$ cat src/module_ctrl_pkg.sv
package module_ctrl_pkg;

   // ----------------------------------------------------------------
   // clock and documented times
   // ----------------------------------------------------------------
   localparam int unsigned CLK_MHZ        = 50;
   localparam int unsigned T_MASK_ON_MS   = 100;
   localparam int unsigned T_MASK_OFF_MS  = 100;
   localparam int unsigned T_SEL_ON_US    = 100;
   localparam int unsigned T_SEL_OFF_US   = 100;
   localparam int unsigned T_PDOWN_ON_MS  = 100;
   localparam int unsigned T_PDOWN_OFF_MS = 300;
   localparam int unsigned T_FLAG_ON_MS   = 200;
   localparam int unsigned T_INT_OFF_US   = 500;
   localparam int unsigned T_RESET_MIN_NS = 2000;
   localparam int unsigned T_INIT_MS      = 2000;

   // longest times round down, least times round up
   localparam int unsigned MASK_ON_CYC   = T_MASK_ON_MS * CLK_MHZ * 1000;
   localparam int unsigned MASK_OFF_CYC  = T_MASK_OFF_MS * CLK_MHZ * 1000;
   localparam int unsigned SEL_ON_CYC    = T_SEL_ON_US * CLK_MHZ;
   localparam int unsigned SEL_OFF_CYC   = T_SEL_OFF_US * CLK_MHZ;
   localparam int unsigned PDOWN_ON_CYC  = T_PDOWN_ON_MS * CLK_MHZ * 1000;
   localparam int unsigned PDOWN_OFF_CYC = T_PDOWN_OFF_MS * CLK_MHZ * 1000;
   localparam int unsigned FLAG_ON_CYC   = T_FLAG_ON_MS * CLK_MHZ * 1000;
   localparam int unsigned INT_OFF_CYC   = T_INT_OFF_US * CLK_MHZ;
   localparam int unsigned RESET_MIN_CYC =
      (T_RESET_MIN_NS * CLK_MHZ + 999) / 1000;
   localparam int unsigned INIT_CYC      = T_INIT_MS * CLK_MHZ * 1000;
   localparam int unsigned RST_CNT_W     = 8;

   // ----------------------------------------------------------------
   // register map, byte addresses
   // ----------------------------------------------------------------
   localparam int unsigned ADDR_W    = 5;
   localparam int unsigned FLAG_W    = 8;
   localparam int unsigned IRQ_W     = 3;
   localparam logic [4:0] ADDR_CTRL     = 5'h00;
   localparam logic [4:0] ADDR_MASK     = 5'h04;
   localparam logic [4:0] ADDR_FLAGS    = 5'h08;
   localparam logic [4:0] ADDR_STATUS   = 5'h0c;
   localparam logic [4:0] ADDR_IRQ_STAT = 5'h10;
   localparam logic [4:0] ADDR_IRQ_MASK = 5'h14;

   // field positions
   localparam int unsigned CTRL_PDOWN_BIT  = 0;
   localparam int unsigned FLAG_READY_BIT  = 0;
   localparam int unsigned ST_DNR_BIT      = 0;
   localparam int unsigned ST_SERIAL_BIT   = 1;
   localparam int unsigned ST_LOWPWR_BIT   = 2;
   localparam int unsigned ST_LASER_BIT    = 3;
   localparam int unsigned ST_ARMED_BIT    = 4;
   localparam int unsigned IRQ_COMMIT_BIT  = 0;
   localparam int unsigned IRQ_MODRST_BIT  = 1;
   localparam int unsigned IRQ_SELCHG_BIT  = 2;

   // reset values
   localparam logic [7:0] MASK_RST     = 8'h00;
   localparam logic [2:0] IRQ_MASK_RST = 3'h0;

   // pin synchroniser order and idle levels
   localparam int unsigned PIN_W   = 6;
   localparam int unsigned P_SCL   = 0;
   localparam int unsigned P_SDA   = 1;
   localparam int unsigned P_SEL_N = 2;
   localparam int unsigned P_RST_N = 3;
   localparam int unsigned P_LPSEL = 4;
   localparam int unsigned P_TRANSMIT_DISABLE  = 5;
   localparam logic [5:0] PIN_IDLE = 6'h2f;

endpackage

$ cat src/pin_sync.sv
`timescale 1ns/100ps
module pin_sync #(
   parameter int unsigned W        = 1,
   parameter logic [W-1:0] IDLE    = '0
) (
   input  wire logic         clk_i,
   input  wire logic         reset_i,
   input  wire logic [W-1:0] pin_i,
   output logic      [W-1:0] sync_o
);

   logic [W-1:0] meta_q;
   logic [W-1:0] meta_d;
   logic [W-1:0] sync_q;
   logic [W-1:0] sync_d;

   always_comb begin
      meta_d = pin_i;
      sync_d = meta_q;
   end

   // first stage feeds only the second stage
   always_ff @(posedge clk_i) begin
      if (reset_i) begin
         meta_q <= IDLE;
         sync_q <= IDLE;
      end else begin
         meta_q <= meta_d;
         sync_q <= sync_d;
      end
   end

   assign sync_o = sync_q;

endmodule

$ cat src/module_soft_control.sv
// Contract
// - setting a mask bit stops the interrupt for that flag within 100 ms
// - clearing a mask bit resumes the interrupt for that flag in 100 ms
// - select asserted, serial responses begin within 100 us
// - select deasserted, serial responses stop within 100 us
// - power-down override set enters low power within 100 ms
// - power-down override cleared returns fully functional within 300 ms
// - fully functional means not-ready cleared and interrupt asserted for it; power-down release here raises no interrupt
// - write-triggered latencies start at clock fall after write stop
// - read-triggered latencies start at clock fall after read stop
// - transmit disable high or open turns laser off, low turns it on
// - flag condition sets its flag and interrupt within 200 ms
// - flags clear on read; interrupt releases within 500 us
// - module reset only after reset pin low beyond 2 us
// - after power-on, not-ready clears and interrupt asserts in 2000 ms
//
// Design decisions made here: the register addresses and the Avalon-MM interface to the registers.
`timescale 1ns/100ps
module module_soft_control
   import module_ctrl_pkg::*;
#(
   parameter int unsigned INIT_CYCLES = INIT_CYC
) (
   input  wire logic              clk_i,
   input  wire logic              reset_i,
   input  wire logic [ADDR_W-1:0] address_i,
   input  wire logic              read_i,
   input  wire logic              write_i,
   input  wire logic [31:0]       writedata_i,
   input  wire logic [3:0]        byteenable_i,
   output logic      [31:0]       readdata_o,
   output logic                   waitrequest_o,
   output logic                   irq_o,
   input  wire logic              module_select_n_i,
   input  wire logic              module_reset_n_i,
   input  wire logic              low_power_select_i,
   input  wire logic              transmit_disable_i,
   input  wire logic              scl_i,
   input  wire logic              sda_i,
   input  wire logic [FLAG_W-1:1] flag_event_i,
   output logic                   interrupt_out_n_o,
   output logic                   module_present_n_o,
   output logic                   serial_enable_o,
   output logic                   low_power_o,
   output logic                   laser_enable_o,
   output logic                   data_not_ready_o
);

   localparam logic [RST_CNT_W-1:0] RST_LIMIT = RST_CNT_W'(RESET_MIN_CYC);

   // ----------------------------------------------------------------
   // pin synchronisers
   // ----------------------------------------------------------------
   logic [PIN_W-1:0] pin_s;

   pin_sync #(
      .W    (PIN_W),
      .IDLE (PIN_IDLE)
   ) u_pin_sync (
      .clk_i   (clk_i),
      .reset_i (reset_i),
      .pin_i   ({transmit_disable_i, low_power_select_i, module_reset_n_i,
                 module_select_n_i, sda_i, scl_i}),
      .sync_o  (pin_s)
   );

   // ----------------------------------------------------------------
   // serial commit point: clock fall after a stop
   // ----------------------------------------------------------------
   logic scl_prev_q, scl_prev_d;
   logic sda_prev_q, sda_prev_d;
   logic armed_q, armed_d;
   logic stop_seen;
   logic commit;

   always_comb begin
      scl_prev_d = pin_s[P_SCL];
      sda_prev_d = pin_s[P_SDA];
      stop_seen  = pin_s[P_SCL] & scl_prev_q & pin_s[P_SDA] & ~sda_prev_q;
      commit     = armed_q & scl_prev_q & ~pin_s[P_SCL];
      armed_d    = armed_q;
      if (stop_seen) begin
         armed_d = 1'b1;
      end else if (commit) begin
         armed_d = 1'b0;
      end
   end

   always_ff @(posedge clk_i) begin
      if (reset_i) begin
         scl_prev_q <= 1'b1;
         sda_prev_q <= 1'b1;
         armed_q    <= 1'b0;
      end else begin
         scl_prev_q <= scl_prev_d;
         sda_prev_q <= sda_prev_d;
         armed_q    <= armed_d;
      end
   end

   // ----------------------------------------------------------------
   // module reset pulse filter and initialisation
   // ----------------------------------------------------------------
   logic [RST_CNT_W-1:0] rst_cnt_q, rst_cnt_d;
   logic [31:0]          init_cnt_q, init_cnt_d;
   logic                 dnr_q, dnr_d;
   logic                 in_reset;
   logic                 ready_evt;

   always_comb begin
      in_reset   = (rst_cnt_q == RST_LIMIT);
      rst_cnt_d  = rst_cnt_q;
      if (pin_s[P_RST_N]) begin
         rst_cnt_d = '0;
      end else if (!in_reset) begin
         rst_cnt_d = rst_cnt_q + 1'b1;
      end
      ready_evt  = 1'b0;
      dnr_d      = dnr_q;
      init_cnt_d = init_cnt_q;
      if (in_reset) begin
         dnr_d      = 1'b1;
         init_cnt_d = '0;
      end else if (dnr_q) begin
         if (init_cnt_q == INIT_CYCLES - 1) begin
            dnr_d     = 1'b0;
            ready_evt = 1'b1;
         end else begin
            init_cnt_d = init_cnt_q + 1'b1;
         end
      end
   end

   always_ff @(posedge clk_i) begin
      if (reset_i) begin
         rst_cnt_q  <= '0;
         init_cnt_q <= '0;
         dnr_q      <= 1'b1;
      end else begin
         rst_cnt_q  <= rst_cnt_d;
         init_cnt_q <= init_cnt_d;
         dnr_q      <= dnr_d;
      end
   end

   // ----------------------------------------------------------------
   // avalon slave: one wait cycle per access
   // ----------------------------------------------------------------
   logic        wait_q, wait_d;
   logic [31:0] rdata_q, rdata_d;
   logic        rd_done, wr_done;
   logic [FLAG_W-1:0] mask_pend_q, mask_pend_d, mask_q, mask_d;
   logic [FLAG_W-1:0] flag_q, flag_d, clr_pend_q, clr_pend_d, set_vec;
   logic        pdown_pend_q, pdown_pend_d, pdown_q, pdown_d;
   logic [IRQ_W-1:0] irq_stat_q, irq_stat_d, irq_mask_q, irq_mask_d;
   logic [IRQ_W-1:0] irq_set;
   logic        serial_en_q, low_power_q, laser_en_q, int_n_q, irq_q;
   logic [31:0] status_word;

   always_comb begin
      status_word = '0;
      status_word[ST_DNR_BIT]    = dnr_q;
      status_word[ST_SERIAL_BIT] = serial_en_q;
      status_word[ST_LOWPWR_BIT] = low_power_q;
      status_word[ST_LASER_BIT]  = laser_en_q;
      status_word[ST_ARMED_BIT]  = armed_q;
      wr_done = write_i & ~wait_q & byteenable_i[0];
      rd_done = read_i & ~wait_q;
      wait_d  = ~((read_i | write_i) & wait_q);
      rdata_d = rdata_q;
      if (read_i && wait_q) begin
         unique case (address_i)
            ADDR_CTRL:     rdata_d = {31'h0, pdown_pend_q};
            ADDR_MASK:     rdata_d = {24'h0, mask_pend_q};
            ADDR_FLAGS:    rdata_d = {24'h0, flag_q};
            ADDR_STATUS:   rdata_d = status_word;
            ADDR_IRQ_STAT: rdata_d = {29'h0, irq_stat_q};
            ADDR_IRQ_MASK: rdata_d = {29'h0, irq_mask_q};
            default:       rdata_d = 32'h0;
         endcase
      end
   end

   always_ff @(posedge clk_i) begin
      if (reset_i) begin
         wait_q  <= 1'b1;
         rdata_q <= 32'h0;
      end else begin
         wait_q  <= wait_d;
         rdata_q <= rdata_d;
      end
   end

   // ----------------------------------------------------------------
   // soft controls and flags
   // ----------------------------------------------------------------
   // mask and power-down writes wait for the commit point, so latency counts from there; irq mask writes act at once
   always_comb begin
      mask_pend_d  = mask_pend_q;
      pdown_pend_d = pdown_pend_q;
      irq_mask_d   = irq_mask_q;
      if (wr_done && address_i == ADDR_MASK) begin
         mask_pend_d = writedata_i[FLAG_W-1:0];
      end
      if (wr_done && address_i == ADDR_CTRL) begin
         pdown_pend_d = writedata_i[CTRL_PDOWN_BIT];
      end
      if (wr_done && address_i == ADDR_IRQ_MASK) begin
         irq_mask_d = writedata_i[IRQ_W-1:0];
      end
      mask_d  = commit ? mask_pend_q : mask_q;
      pdown_d = commit ? pdown_pend_q : pdown_q;
      set_vec = {flag_event_i, ready_evt};
      clr_pend_d = commit ? '0 : clr_pend_q;
      // clear only what the host saw; a flag set during the access stays
      if (rd_done && address_i == ADDR_FLAGS) begin
         clr_pend_d = clr_pend_d | rdata_q[FLAG_W-1:0];
      end
      // a new event beats a clear landing in the same cycle
      flag_d = (commit ? (flag_q & ~clr_pend_q) : flag_q) | set_vec;
      if (in_reset) begin
         flag_d     = '0;
         clr_pend_d = '0;
      end
   end

   always_ff @(posedge clk_i) begin
      if (reset_i) begin
         mask_pend_q  <= MASK_RST;
         mask_q       <= MASK_RST;
         pdown_pend_q <= 1'b0;
         pdown_q      <= 1'b0;
         clr_pend_q   <= '0;
         flag_q       <= '0;
         irq_mask_q   <= IRQ_MASK_RST;
      end else begin
         mask_pend_q  <= mask_pend_d;
         mask_q       <= mask_d;
         pdown_pend_q <= pdown_pend_d;
         pdown_q      <= pdown_d;
         clr_pend_q   <= clr_pend_d;
         flag_q       <= flag_d;
         irq_mask_q   <= irq_mask_d;
      end
   end

   // ----------------------------------------------------------------
   // local interrupt status, clear on read
   // ----------------------------------------------------------------
   always_comb begin
      irq_set = '0;
      irq_set[IRQ_COMMIT_BIT] = commit;
      irq_set[IRQ_MODRST_BIT] = (rst_cnt_q == RST_LIMIT - 1'b1) &
                                ~pin_s[P_RST_N];
      irq_set[IRQ_SELCHG_BIT] = serial_en_q == pin_s[P_SEL_N];
      irq_stat_d = irq_stat_q;
      if (rd_done && address_i == ADDR_IRQ_STAT) begin
         irq_stat_d = '0;
      end
      irq_stat_d = irq_stat_d | irq_set;
   end

   // ----------------------------------------------------------------
   // registered outputs
   // ----------------------------------------------------------------
   always_ff @(posedge clk_i) begin
      if (reset_i) begin
         irq_stat_q  <= '0;
         irq_q       <= 1'b0;
         serial_en_q <= 1'b0;
         low_power_q <= 1'b0;
         laser_en_q  <= 1'b0;
         int_n_q     <= 1'b1;
      end else begin
         irq_stat_q  <= irq_stat_d;
         irq_q       <= |(irq_stat_q & irq_mask_q);
         serial_en_q <= ~pin_s[P_SEL_N] & ~in_reset;
         low_power_q <= pin_s[P_LPSEL] | pdown_q;
         laser_en_q  <= ~pin_s[P_TRANSMIT_DISABLE];
         int_n_q     <= ~|(flag_q & ~mask_q);
      end
   end

   assign readdata_o         = rdata_q;
   assign waitrequest_o      = wait_q;
   assign irq_o              = irq_q;
   assign interrupt_out_n_o  = int_n_q;
   assign module_present_n_o = 1'b0;
   assign serial_enable_o    = serial_en_q;
   assign low_power_o        = low_power_q;
   assign laser_enable_o     = laser_en_q;
   assign data_not_ready_o   = dnr_q;
endmodule

$ cat config.mk
export PLATFORM = sky130hd
export DESIGN_NAME = module_soft_control
export DESIGN_NICKNAME = d
export VERILOG_FILES = /design/src/module_ctrl_pkg.sv /design/src/pin_sync.sv /design/src/module_soft_control.sv
export SDC_FILE = /design/constraint.sdc
export NUM_CORES = 1
export LEC_CHECK = 0
export BUFFER_PORTS_ARGS = -buffer_cell sky130_fd_sc_hd__buf_2
export CAP_MARGIN = 20
export CORE_AREA = 10 10 89 130
export DETAILED_ROUTE_END_ITERATION = 6
export DIE_AREA = 0 0 99 140
export PLACE_DENSITY = 0.83
export RECOVER_POWER = 50
export SYNTH_ARGS = -nofsm -noshare
export SYNTH_HDL_FRONTEND = slang
export SYNTH_SLANG_ARGS = --single-unit
$ cat constraint.sdc
create_clock -name clk_i -period 2.6 [get_ports clk_i]
set_input_delay 0.65 -clock clk_i [delete_from_list [all_inputs] [get_ports clk_i]]
set_output_delay 0.65 -clock clk_i [all_outputs]
set_load 0.05 [all_outputs]
---- Word-level counts from Yosys, hierarchy flattened ----
Index checks and enable logic that the tools add are counted.
operators by class
  add/subtract/negate cells ............... 2
  equal/unequal tests ..................... 9
  mux-type cells .......................... 12
  bitwise gates (word level) .............. 30
  reductions and logical operators ........ 14
operators by type and width
  kind                                                                     number
  8-bit case mux with 6 select lines                                       1
  32-bit by 1-bit adder with 32-bit output, second input constant          1
  32-bit by 27-bit equality test with 1-bit output, second input constant  1
  8-bit two-way mux                                                        3
  8-bit bitwise AND                                                        2
  8-bit by 7-bit equality test with 1-bit output, second input constant    2
  8-bit inverter                                                           2
  8-bit bitwise OR                                                         2
  1-bit bitwise AND                                                        11
  5-bit by 4-bit equality test with 1-bit output, second input constant    2
  5-bit equality test, second input constant                               2
  1-bit inverter                                                           9
  8-bit by 1-bit adder with 8-bit output, second input constant            1
  8-bit OR reduction                                                       1
  1-bit two-way mux                                                        7
  1-bit logical AND                                                        6
  5-bit by 3-bit equality test with 1-bit output, second input constant    1
  5-bit logical NOT                                                        1
  2-bit OR reduction                                                       2
  3-bit bitwise AND                                                        1
  3-bit two-way mux                                                        1
  3-bit bitwise OR                                                         1
  3-bit OR reduction                                                       1
  1-bit bitwise OR                                                         2
  4 further kinds                                                          4
storage, ports and cells
  register bits ........................... 134
  output and inout port bits .............. 40
  logic and storage cells ................. 90

---- Logic depth before layout (Yosys ltp) ----
Gate-level depths: netlist (run 1).
  depth after elaboration ................. 5
  gate-level depth with buffers ........... 9

---- Cells and area by module ----
A second synthesis (run 1) with hierarchy kept.
second synthesis, totals
  cell total of the unflattened synthesis .. 546
  area total of the unflattened synthesis .. 4,762.1 um^2
modules (own cells, without submodules)
  module               instances  cells an instance  area an instance (um^2)
  module_soft_control  1          521                4,430.5
  pin_sync             1          25                 331.6

---- Least setup slack after synthesis (run 1) ----
No wires, ideal clock.
  path kind ............................... input to register
  start ................................... in address_i[2]
  end ..................................... reg mask_pend_q[0]
  setup time .............................. 0.128 ns
  data arrival time ....................... 1.971 ns
  required time ........................... 2.472 ns
  slack ................................... 0.501 ns
  cell stages on the path ................. 8
  cell sequence ........................... buf_2 -> nor4b_1 -> nor2b_1 -> buf_2 -> nor2b_1 -> buf_4 -> mux2i_1 -> nor2_1
between the ends
  word-level cells in the longest chain between the ends .. 2
ends and longest elaborated chain
  element                                         RTL line                    text
  start: declaration                              module_soft_control.sv:26   input wire logic [ADDR_W-1:0] address_i,
  5-bit by 3-bit equality test with 1-bit output  module_soft_control.sv:202  if (wr_done && address_i == ADDR_MASK) begin
  1-bit logical AND                               module_soft_control.sv:202
  end signal: assignment                          module_soft_control.sv:237  mask_pend_q <= mask_pend_d;
  end: declaration                                module_soft_control.sv:152  logic [FLAG_W-1:0] mask_pend_q, mask_pend_d, mask_q, mask_d;
No other way between the ends.
A chain may end at the register's enable or synchronous reset.

---- Worst setup path after layout (run 1) ----
  start ................................... reg rst_cnt_q[5]
  end ..................................... reg init_cnt_q[2]
between the ends
  word-level cells in the longest chain between the ends .. 2
ends and longest elaborated chain
  element                                         RTL line                    text
  start: declaration                              module_soft_control.sv:104  logic [RST_CNT_W-1:0] rst_cnt_q, rst_cnt_d;
  start signal: assignment                        module_soft_control.sv:140  rst_cnt_q <= rst_cnt_d;
  8-bit by 7-bit equality test with 1-bit output  module_soft_control.sv:111  in_reset = (rst_cnt_q == RST_LIMIT);
  2-bit OR reduction (no line)                    n/a
  end signal: assignment                          module_soft_control.sv:141  init_cnt_q <= init_cnt_d;
  end: declaration                                module_soft_control.sv:105  logic [31:0] init_cnt_q, init_cnt_d;
No other way between the ends.

==> flow_summary_export.csv, run 1 <==
group,metric,value,unit
run_status,status,"finished with violations",
run_status,violations,"capacitance limit",
worst_hold_path,hold_path_end,"u_pin_sync.sync_o[0]",
cells_and_area,syn_to_final_growth,9.08,%
cts,cts_buffers,9,
cts,root_buffer,"clkbuf_16",
power,clkPwrFrac,40.6,%
power,p_leak,1.98,nW
sta,layout_min_cycle_time,2250,ps
detailed_routing,drc,0,
synth,yosysWarnings,0,
worst_hold_path,hold_depth,1,
worst_setup_path,cp.arrival,2470,ps
global_routing,grtUsageTotal,15.8,%
power,internal_power,2.44,mW
power,power_density,610,nW/um^2
floorplanning,dieArea,13900,sq um
worst_hold_path,hold_start,"u_pin_sync.meta_q[0]",
sta,max-slew-margin-rel,0.242,%
power,finalPower,3.29,mW
worst_setup_path,critPathRequiredTime,2820,ps
global_routing,grt_pass1_wl,18500,um
worst_setup_path,cp-end-kind,"register",
sta,drv_slew,0,
cells_and_area,fillers,798,
power,seqPwrFrac,52.5,%
synth,synth_top_cell_by_area,"dfxtp_1",
sta,skew,9.68,ps
cells_and_area,fin_cells,700,
global_routing,grt_overflow,0,
worst_setup_path,critPathKind,"reg2reg",
synth,synth-edff-count,0,
power,p_sw_share,25.8,%
synth,ys_seq_area_share,44.5,%
power,switchingPower,0.851,mW
sta,setup_viol,0,
global_routing,grt_max_degree,41,
sta,timing.hold.ws,411,ps
cells_and_area,post-route-util,58.7,%
sta,max_freq,445,MHz
sta,tightest_slew,1500,ps
power,share_comb_of_total_power,6.9,%
floorplanning,die_w,99,um
cts,cts_hold_buf,0,
power,max-vdd-ir-drop,486,uV
placement,post-place-cells,684,
detailed_routing,avgViaCountPerCell,5.70,
detailed_routing,wirelength,11100,um
worst_setup_path,cp-start-kind,"register",
detailed_routing,drt_iter0_markers,207,
detailed_routing,num_vias,3992,
worst_setup_path,r2r_slack,350,ps
cts,cts_tree,"yes",
cts,cts.sinks,110,
detailed_routing,dr.pass1.iters,6,
synth,ys.flop_type,"dfxtp_1",
global_routing,grt_antenna_before_repair,0,
worst_setup_path,crit_fanout,40,
sta,finalHoldViolCount,0,
cts,cts_resized,0,
cells_and_area,final_common_cell,"dfxtp_1",
cts,clk_latency,350,ps
synth,synth_area,4950,sq um
detailed_routing,wire_per_inst,15.9,um
cts,post-cts-setup-buffers,0,
synth,ys_ff_latch,110,
placement,hpwl,8220,um
global_routing,grt_pass1_vias,4041,
sta,fin_crit_sh,86.4,%
floorplanning,initial_core_util,53.8,%
floorplanning,rows,43,
run,maxCapViolCount,1,
synth,syn_avg_cell_area,9.01,sq um
worst_setup_path,r2r_end,"init_cnt_q[2]",
placement,port_buffers,45,
cells_and_area,layout-drive-gt1-share,15.3,%
cts,cts_buffer_depth,2,
cells_and_area,nets,644,
cts,cts-htree-levels,3,
cts,clkTransAtPathRegs,80,ps
worst_setup_path,rr_worst_depth,6,
synth,ys_types,59,
floorplanning,pin_count,98,
sta,tns,0,ps
sta,rsz0062_at_grt,"false",
cells_and_area,n_antenna_cell,0,
worst_hold_path,min_path_type,"reg2reg",
placement,gp_congestion,0.909,
synth,syn-instance-count,549,
synth,synth_area_leaders,"dfxtp_1 (45%), nor2_1 (4.6%), buf_4 (4.4%)",
detailed_routing,drt.antenna.violating_nets,0,
synth,netlist.area_leader.share,44.5,%
worst_setup_path,worstReg2RegStart,"rst_cnt_q[5]",
cells_and_area,layout_common_cells,"dfxtp_1 (110), nor2_1 (60), a21oi_1 (39), buf_2 (31), nand2_1 (30)",
synth,async_flop_share,0,%
floorplanning,die_y,140,um
floorplanning,core,9200,sq um
## power groups by stage
stage          clock network, mW  logic [mW]  registers, mW
3_3_place_gp                   0       0.223           1.77
6_report                    1.34       0.228           1.73
4_1_cts                     1.36       0.228           1.73
5_1_grt                     1.42       0.247           1.73
3_5_place_dp                   0       0.227           1.77
2_1_floorplan                  0       0.196           1.77
## area by class of cell
class                      count  area, sq um  area share, %
multi-input combinational    389         2410           44.6
sequential                   110         2200           40.8
timing repair buffer          55          289           5.35
clock buffer                  10          229           4.24
tap                          112          140           2.60
inverter                      18         67.6           1.25
clock inverter                 6         62.6           1.16
## cell usage after synthesis (14+ instances only)
master / n
nor2_1: 60
buf_4: 29
mux2i_1: 19
o21ai_0: 17
dfxtp_1: 110
nand2_1: 30
inv_1: 18
a21oi_1: 39
nand3_1: 17
xnor2_1: 14
clkbuf_1: 17
## per-layer routing
| metal | part of all wire [%] | GRT usage [%] |
|---|---|---|
| met5 | 0 | 0 |
| met4 | 3.2 | 8.33 |
| met3 | 5.6 | 4.19 |
| met2 | 53 | 28.3 |
| met1 | 38 | 16.3 |
## critical path, cell delays in order (launching register included)
cell and delay (ps):
dfxtp_1 370, nand2_1 90, nor4_1 360, and3_1 330, or2_0 580, buf_12 300
a211oi_1 70
## state kept, by name, summed over array words and instances, names as in the netlist, 3 cells and up
register	cells
clr_pend_q	8
flag_q	8
init_cnt_q	32
irq_mask_q	3
irq_stat_q	3
mask_pend_q	8
mask_q	8
readdata_o	8
rst_cnt_q	8
u_pin_sync.meta_q	6
u_pin_sync.sync_o	6
## cell families (layout without fill, tap and decap cells)
logic type	Yosys count	after routing	share of synthesized area, %
AO/OA/AOI/OAI	102	102	13.0
XOR/XNOR	19	19	3.36
adder cells (fa/ha/maj)	3	3	0.759
buffers and inverters	74	89	8.55
flip-flops	110	110	44.5
multiplexers	19	19	3.84
other	1	25	0.0758
AND/OR/NAND/NOR	221	221	25.9
## stage by stage
stage                     instance area (sq um)  worst slack, ps
after global placement                     5140              301
after floorplan                            5040              501
after CTS                                  5430              413
after global routing                       5400              145
after detailed placement                   5140              255
final                                      5400              354
## worst max path at each step
stage                     depth (start not counted)          start        endpoint  slack [ps]
after floorplan                                   8   address_i[2]  mask_pend_q[0]         500
after global placement                            5   address_i[4]   clr_pend_q[7]         300
final                                             6   rst_cnt_q[5]   init_cnt_q[2]         350
after CTS                                         7  init_cnt_q[0]   init_cnt_q[2]         410
after global routing                              4        reset_i  laser_enable_o         150
after detailed placement                          5   address_i[4]   clr_pend_q[1]         260
Note: power is estimated with default switching activity, not from simulation.
==> inputs of run 2 (changes only) <==
--- a/config.mk
+++ b/config.mk
@@ -7,9 +7,11 @@
 export LEC_CHECK = 0
 export BUFFER_PORTS_ARGS = -buffer_cell sky130_fd_sc_hd__buf_2
 export CAP_MARGIN = 20
-export CORE_AREA = 10 10 89 130
+export CELL_PAD_IN_SITES_DETAIL_PLACEMENT = 1
+export CELL_PAD_IN_SITES_GLOBAL_PLACEMENT = 1
+export CORE_AREA = 2 2 93 140
 export DETAILED_ROUTE_END_ITERATION = 6
-export DIE_AREA = 0 0 99 140
+export DIE_AREA = 0 0 95 142
 export PLACE_DENSITY = 0.83
 export RECOVER_POWER = 50
 export SYNTH_ARGS = -nofsm -noshare
==> flow_summary_export.csv, run 2 (synthesis gave the netlist of run 1 again) <==
group,metric,value,unit
run_status,status,"complete, no violations",
floorplanning,die_w,95,um
cells_and_area,syn_to_final_growth,10.1,%
power,max-vdd-ir-drop,343,uV
worst_setup_path,slowest_delay,490,ps
worst_setup_path,critPathRequiredTime,2810,ps
global_routing,grt_pass1_wl,20900,um
placement,gp_congestion,0.873,
detailed_routing,wirelength,12700,um
power,share_comb_of_total_power,6.9,%
worst_hold_path,hold_start,"u_pin_sync.sync_o[5]",
power,p_leak,1.98,nW
sta,skew,10.6,ps
sta,timing.hold.ws,398,ps
cts,cts_tree,"yes",
run,maxCapViolCount,0,
placement,pre_cts_slack,443,ps
cts,clkTransAtPathRegs,80,ps
placement,port_buffers,45,
power,clkPwrFrac,41.5,%
detailed_routing,drt_iter0_markers,182,
placement,hpwl,9420,um
floorplanning,initial_core_util,40.2,%
floorplanning,dieArea,13500,sq um
sta,finalHoldViolCount,0,
worst_setup_path,critPathKind,"reg2reg",
global_routing,grt_pass1_vias,4261,
worst_setup_path,crit_fanout,12,
worst_setup_path,cp.arrival,2350,ps
detailed_routing,num_vias,4091,
cts,cts_hold_buf,0,
sta,tightest_slew,1120,ps
cts,cts_buffers,9,
cells_and_area,largest_reg_flops,32,
cells_and_area,layout-drive-gt1-share,14.9,%
power,switchingPower,0.886,mW
cts,cts_resized,0,
sta,setup_viol,0,
sta,max-slew-margin-rel,25.0,%
sta,drv_slew,0,
power,power_density,616,nW/um^2
worst_setup_path,path_cells,"nand2_1 > nor4_1 > and3_1 > or2_0 > clkbuf_1 > nor3_1",
power,internal_power,2.47,mW
worst_setup_path,startpoint,"rst_cnt_q[5]",
global_routing,grt_antenna_before_repair,0,
worst_setup_path,critPathSlowestCell,"clkbuf_1",
cells_and_area,layout_common_cells,"dfxtp_1 (110), nor2_1 (60), a21oi_1 (39), nand2_1 (30), buf_2 (29)",
power,seqPwrFrac,51.6,%
cts,cts-htree-levels,3,
floorplanning,rows,50,
worst_hold_path,min_path_type,"reg2reg",
sta,fin_crit_sh,82.1,%
global_routing,grtUsageTotal,19.9,%
sta,finalWorstSetupSlack,466,ps
detailed_routing,drt.antenna.violating_nets,0,
cells_and_area,final_common_cell,"dfxtp_1",
cts,clk_latency,360,ps
sta,layout_min_cycle_time,2130,ps
power,p_sw_share,26.4,%
detailed_routing,dr.pass1.iters,4,
cells_and_area,post-route-util,44.2,%
cts,cts.sinks,110,
floorplanning,die_y,142,um
worst_setup_path,cp-end-kind,"register",
cts,root_buffer,"clkbuf_16",
floorplanning,pin_count,98,
cells_and_area,top_register,"init_cnt_q",
floorplanning,core,12300,sq um
cts,post-cts-setup-buffers,0,
worst_setup_path,worstReg2RegStart,"rst_cnt_q[5]",
worst_setup_path,cp.buffers_inverters,1,
cells_and_area,n_antenna_cell,0,
detailed_routing,drc,0,
worst_setup_path,cpLargestDelayFamily,"simple AND/OR/NAND/NOR gates",
sta,tns,0,ps
sta,max_freq,469,MHz
detailed_routing,avgViaCountPerCell,5.48,
detailed_routing,wire_per_inst,17.0,um
cells_and_area,nets,646,
global_routing,grt_overflow,0,
cts,cts_buffer_depth,2,
sta,rsz0062_at_grt,"false",
worst_setup_path,cp-start-kind,"register",
global_routing,grt_max_degree,38,
==> run 2: cell types whose count changed in the layout (fill, tap and decap cells not counted), moves of 2 or more <==
cell / previous run / this run
and2_0: 1 / 3
and2_1: 6 / 4
clkbuf_1: 16 / 20
buf_2: 31 / 29
==> run 2: power groups by stage <==
stage	clock network [mW]	registers, mW	logic, mW
finish	1.39	1.73	0.231
global route	1.50	1.74	0.248
CTS	1.42	1.73	0.235
detailed placement	0	1.77	0.235
global placement	0	1.77	0.226
floorplan	0	1.77	0.196
==> run 2: routing by layer <==
metal	GRT usage (%)	routed length [um]	vias up
li1	-	-	1955
met1	20.8	4750	2022
met2	37.4	7190	89
met3	3.18	357	25
met4	9.69	389	0
met5	0	0	-
==> run 2: cell type report <==
cell class                 instances  area, sq um
clock buffer                      10          239
clock inverter                     6         57.6
fill                            1466         6880
inverter                          18         67.6
multi-input combinational        389         2410
sequential                       110         2200
tap                              156          195
timing repair buffer              57          280
==> run 2: final timing paths <==
check / end / slack [ps] / cells past startpoint
min: laser_enable_o / 400 / 1
min reg2reg: laser_enable_o / 400 / 1
max: rst_cnt_q[4] / 470 / 6
max reg2reg: rst_cnt_q[4] / 470 / 6
==> run 2: metrics by stage <==
step | power, mW | std cells | area (sq um)
CTS | 3.39 | 746 | 5490
global route | 3.48 | 746 | 5450
global placement | 1.99 | 730 | 5190
detailed placement | 2.00 | 730 | 5190
finish | 3.35 | 746 | 5450
floorplan | 1.97 | 573 | 5040
==> run 2: worst reg2reg max path, stage by stage, from the launching register on <==
cell and delay, ps:
dfxtp_1 380, nand2_1 90, nor4_1 410, and3_1 330, or2_0 170, clkbuf_1 490, nor3_1 120
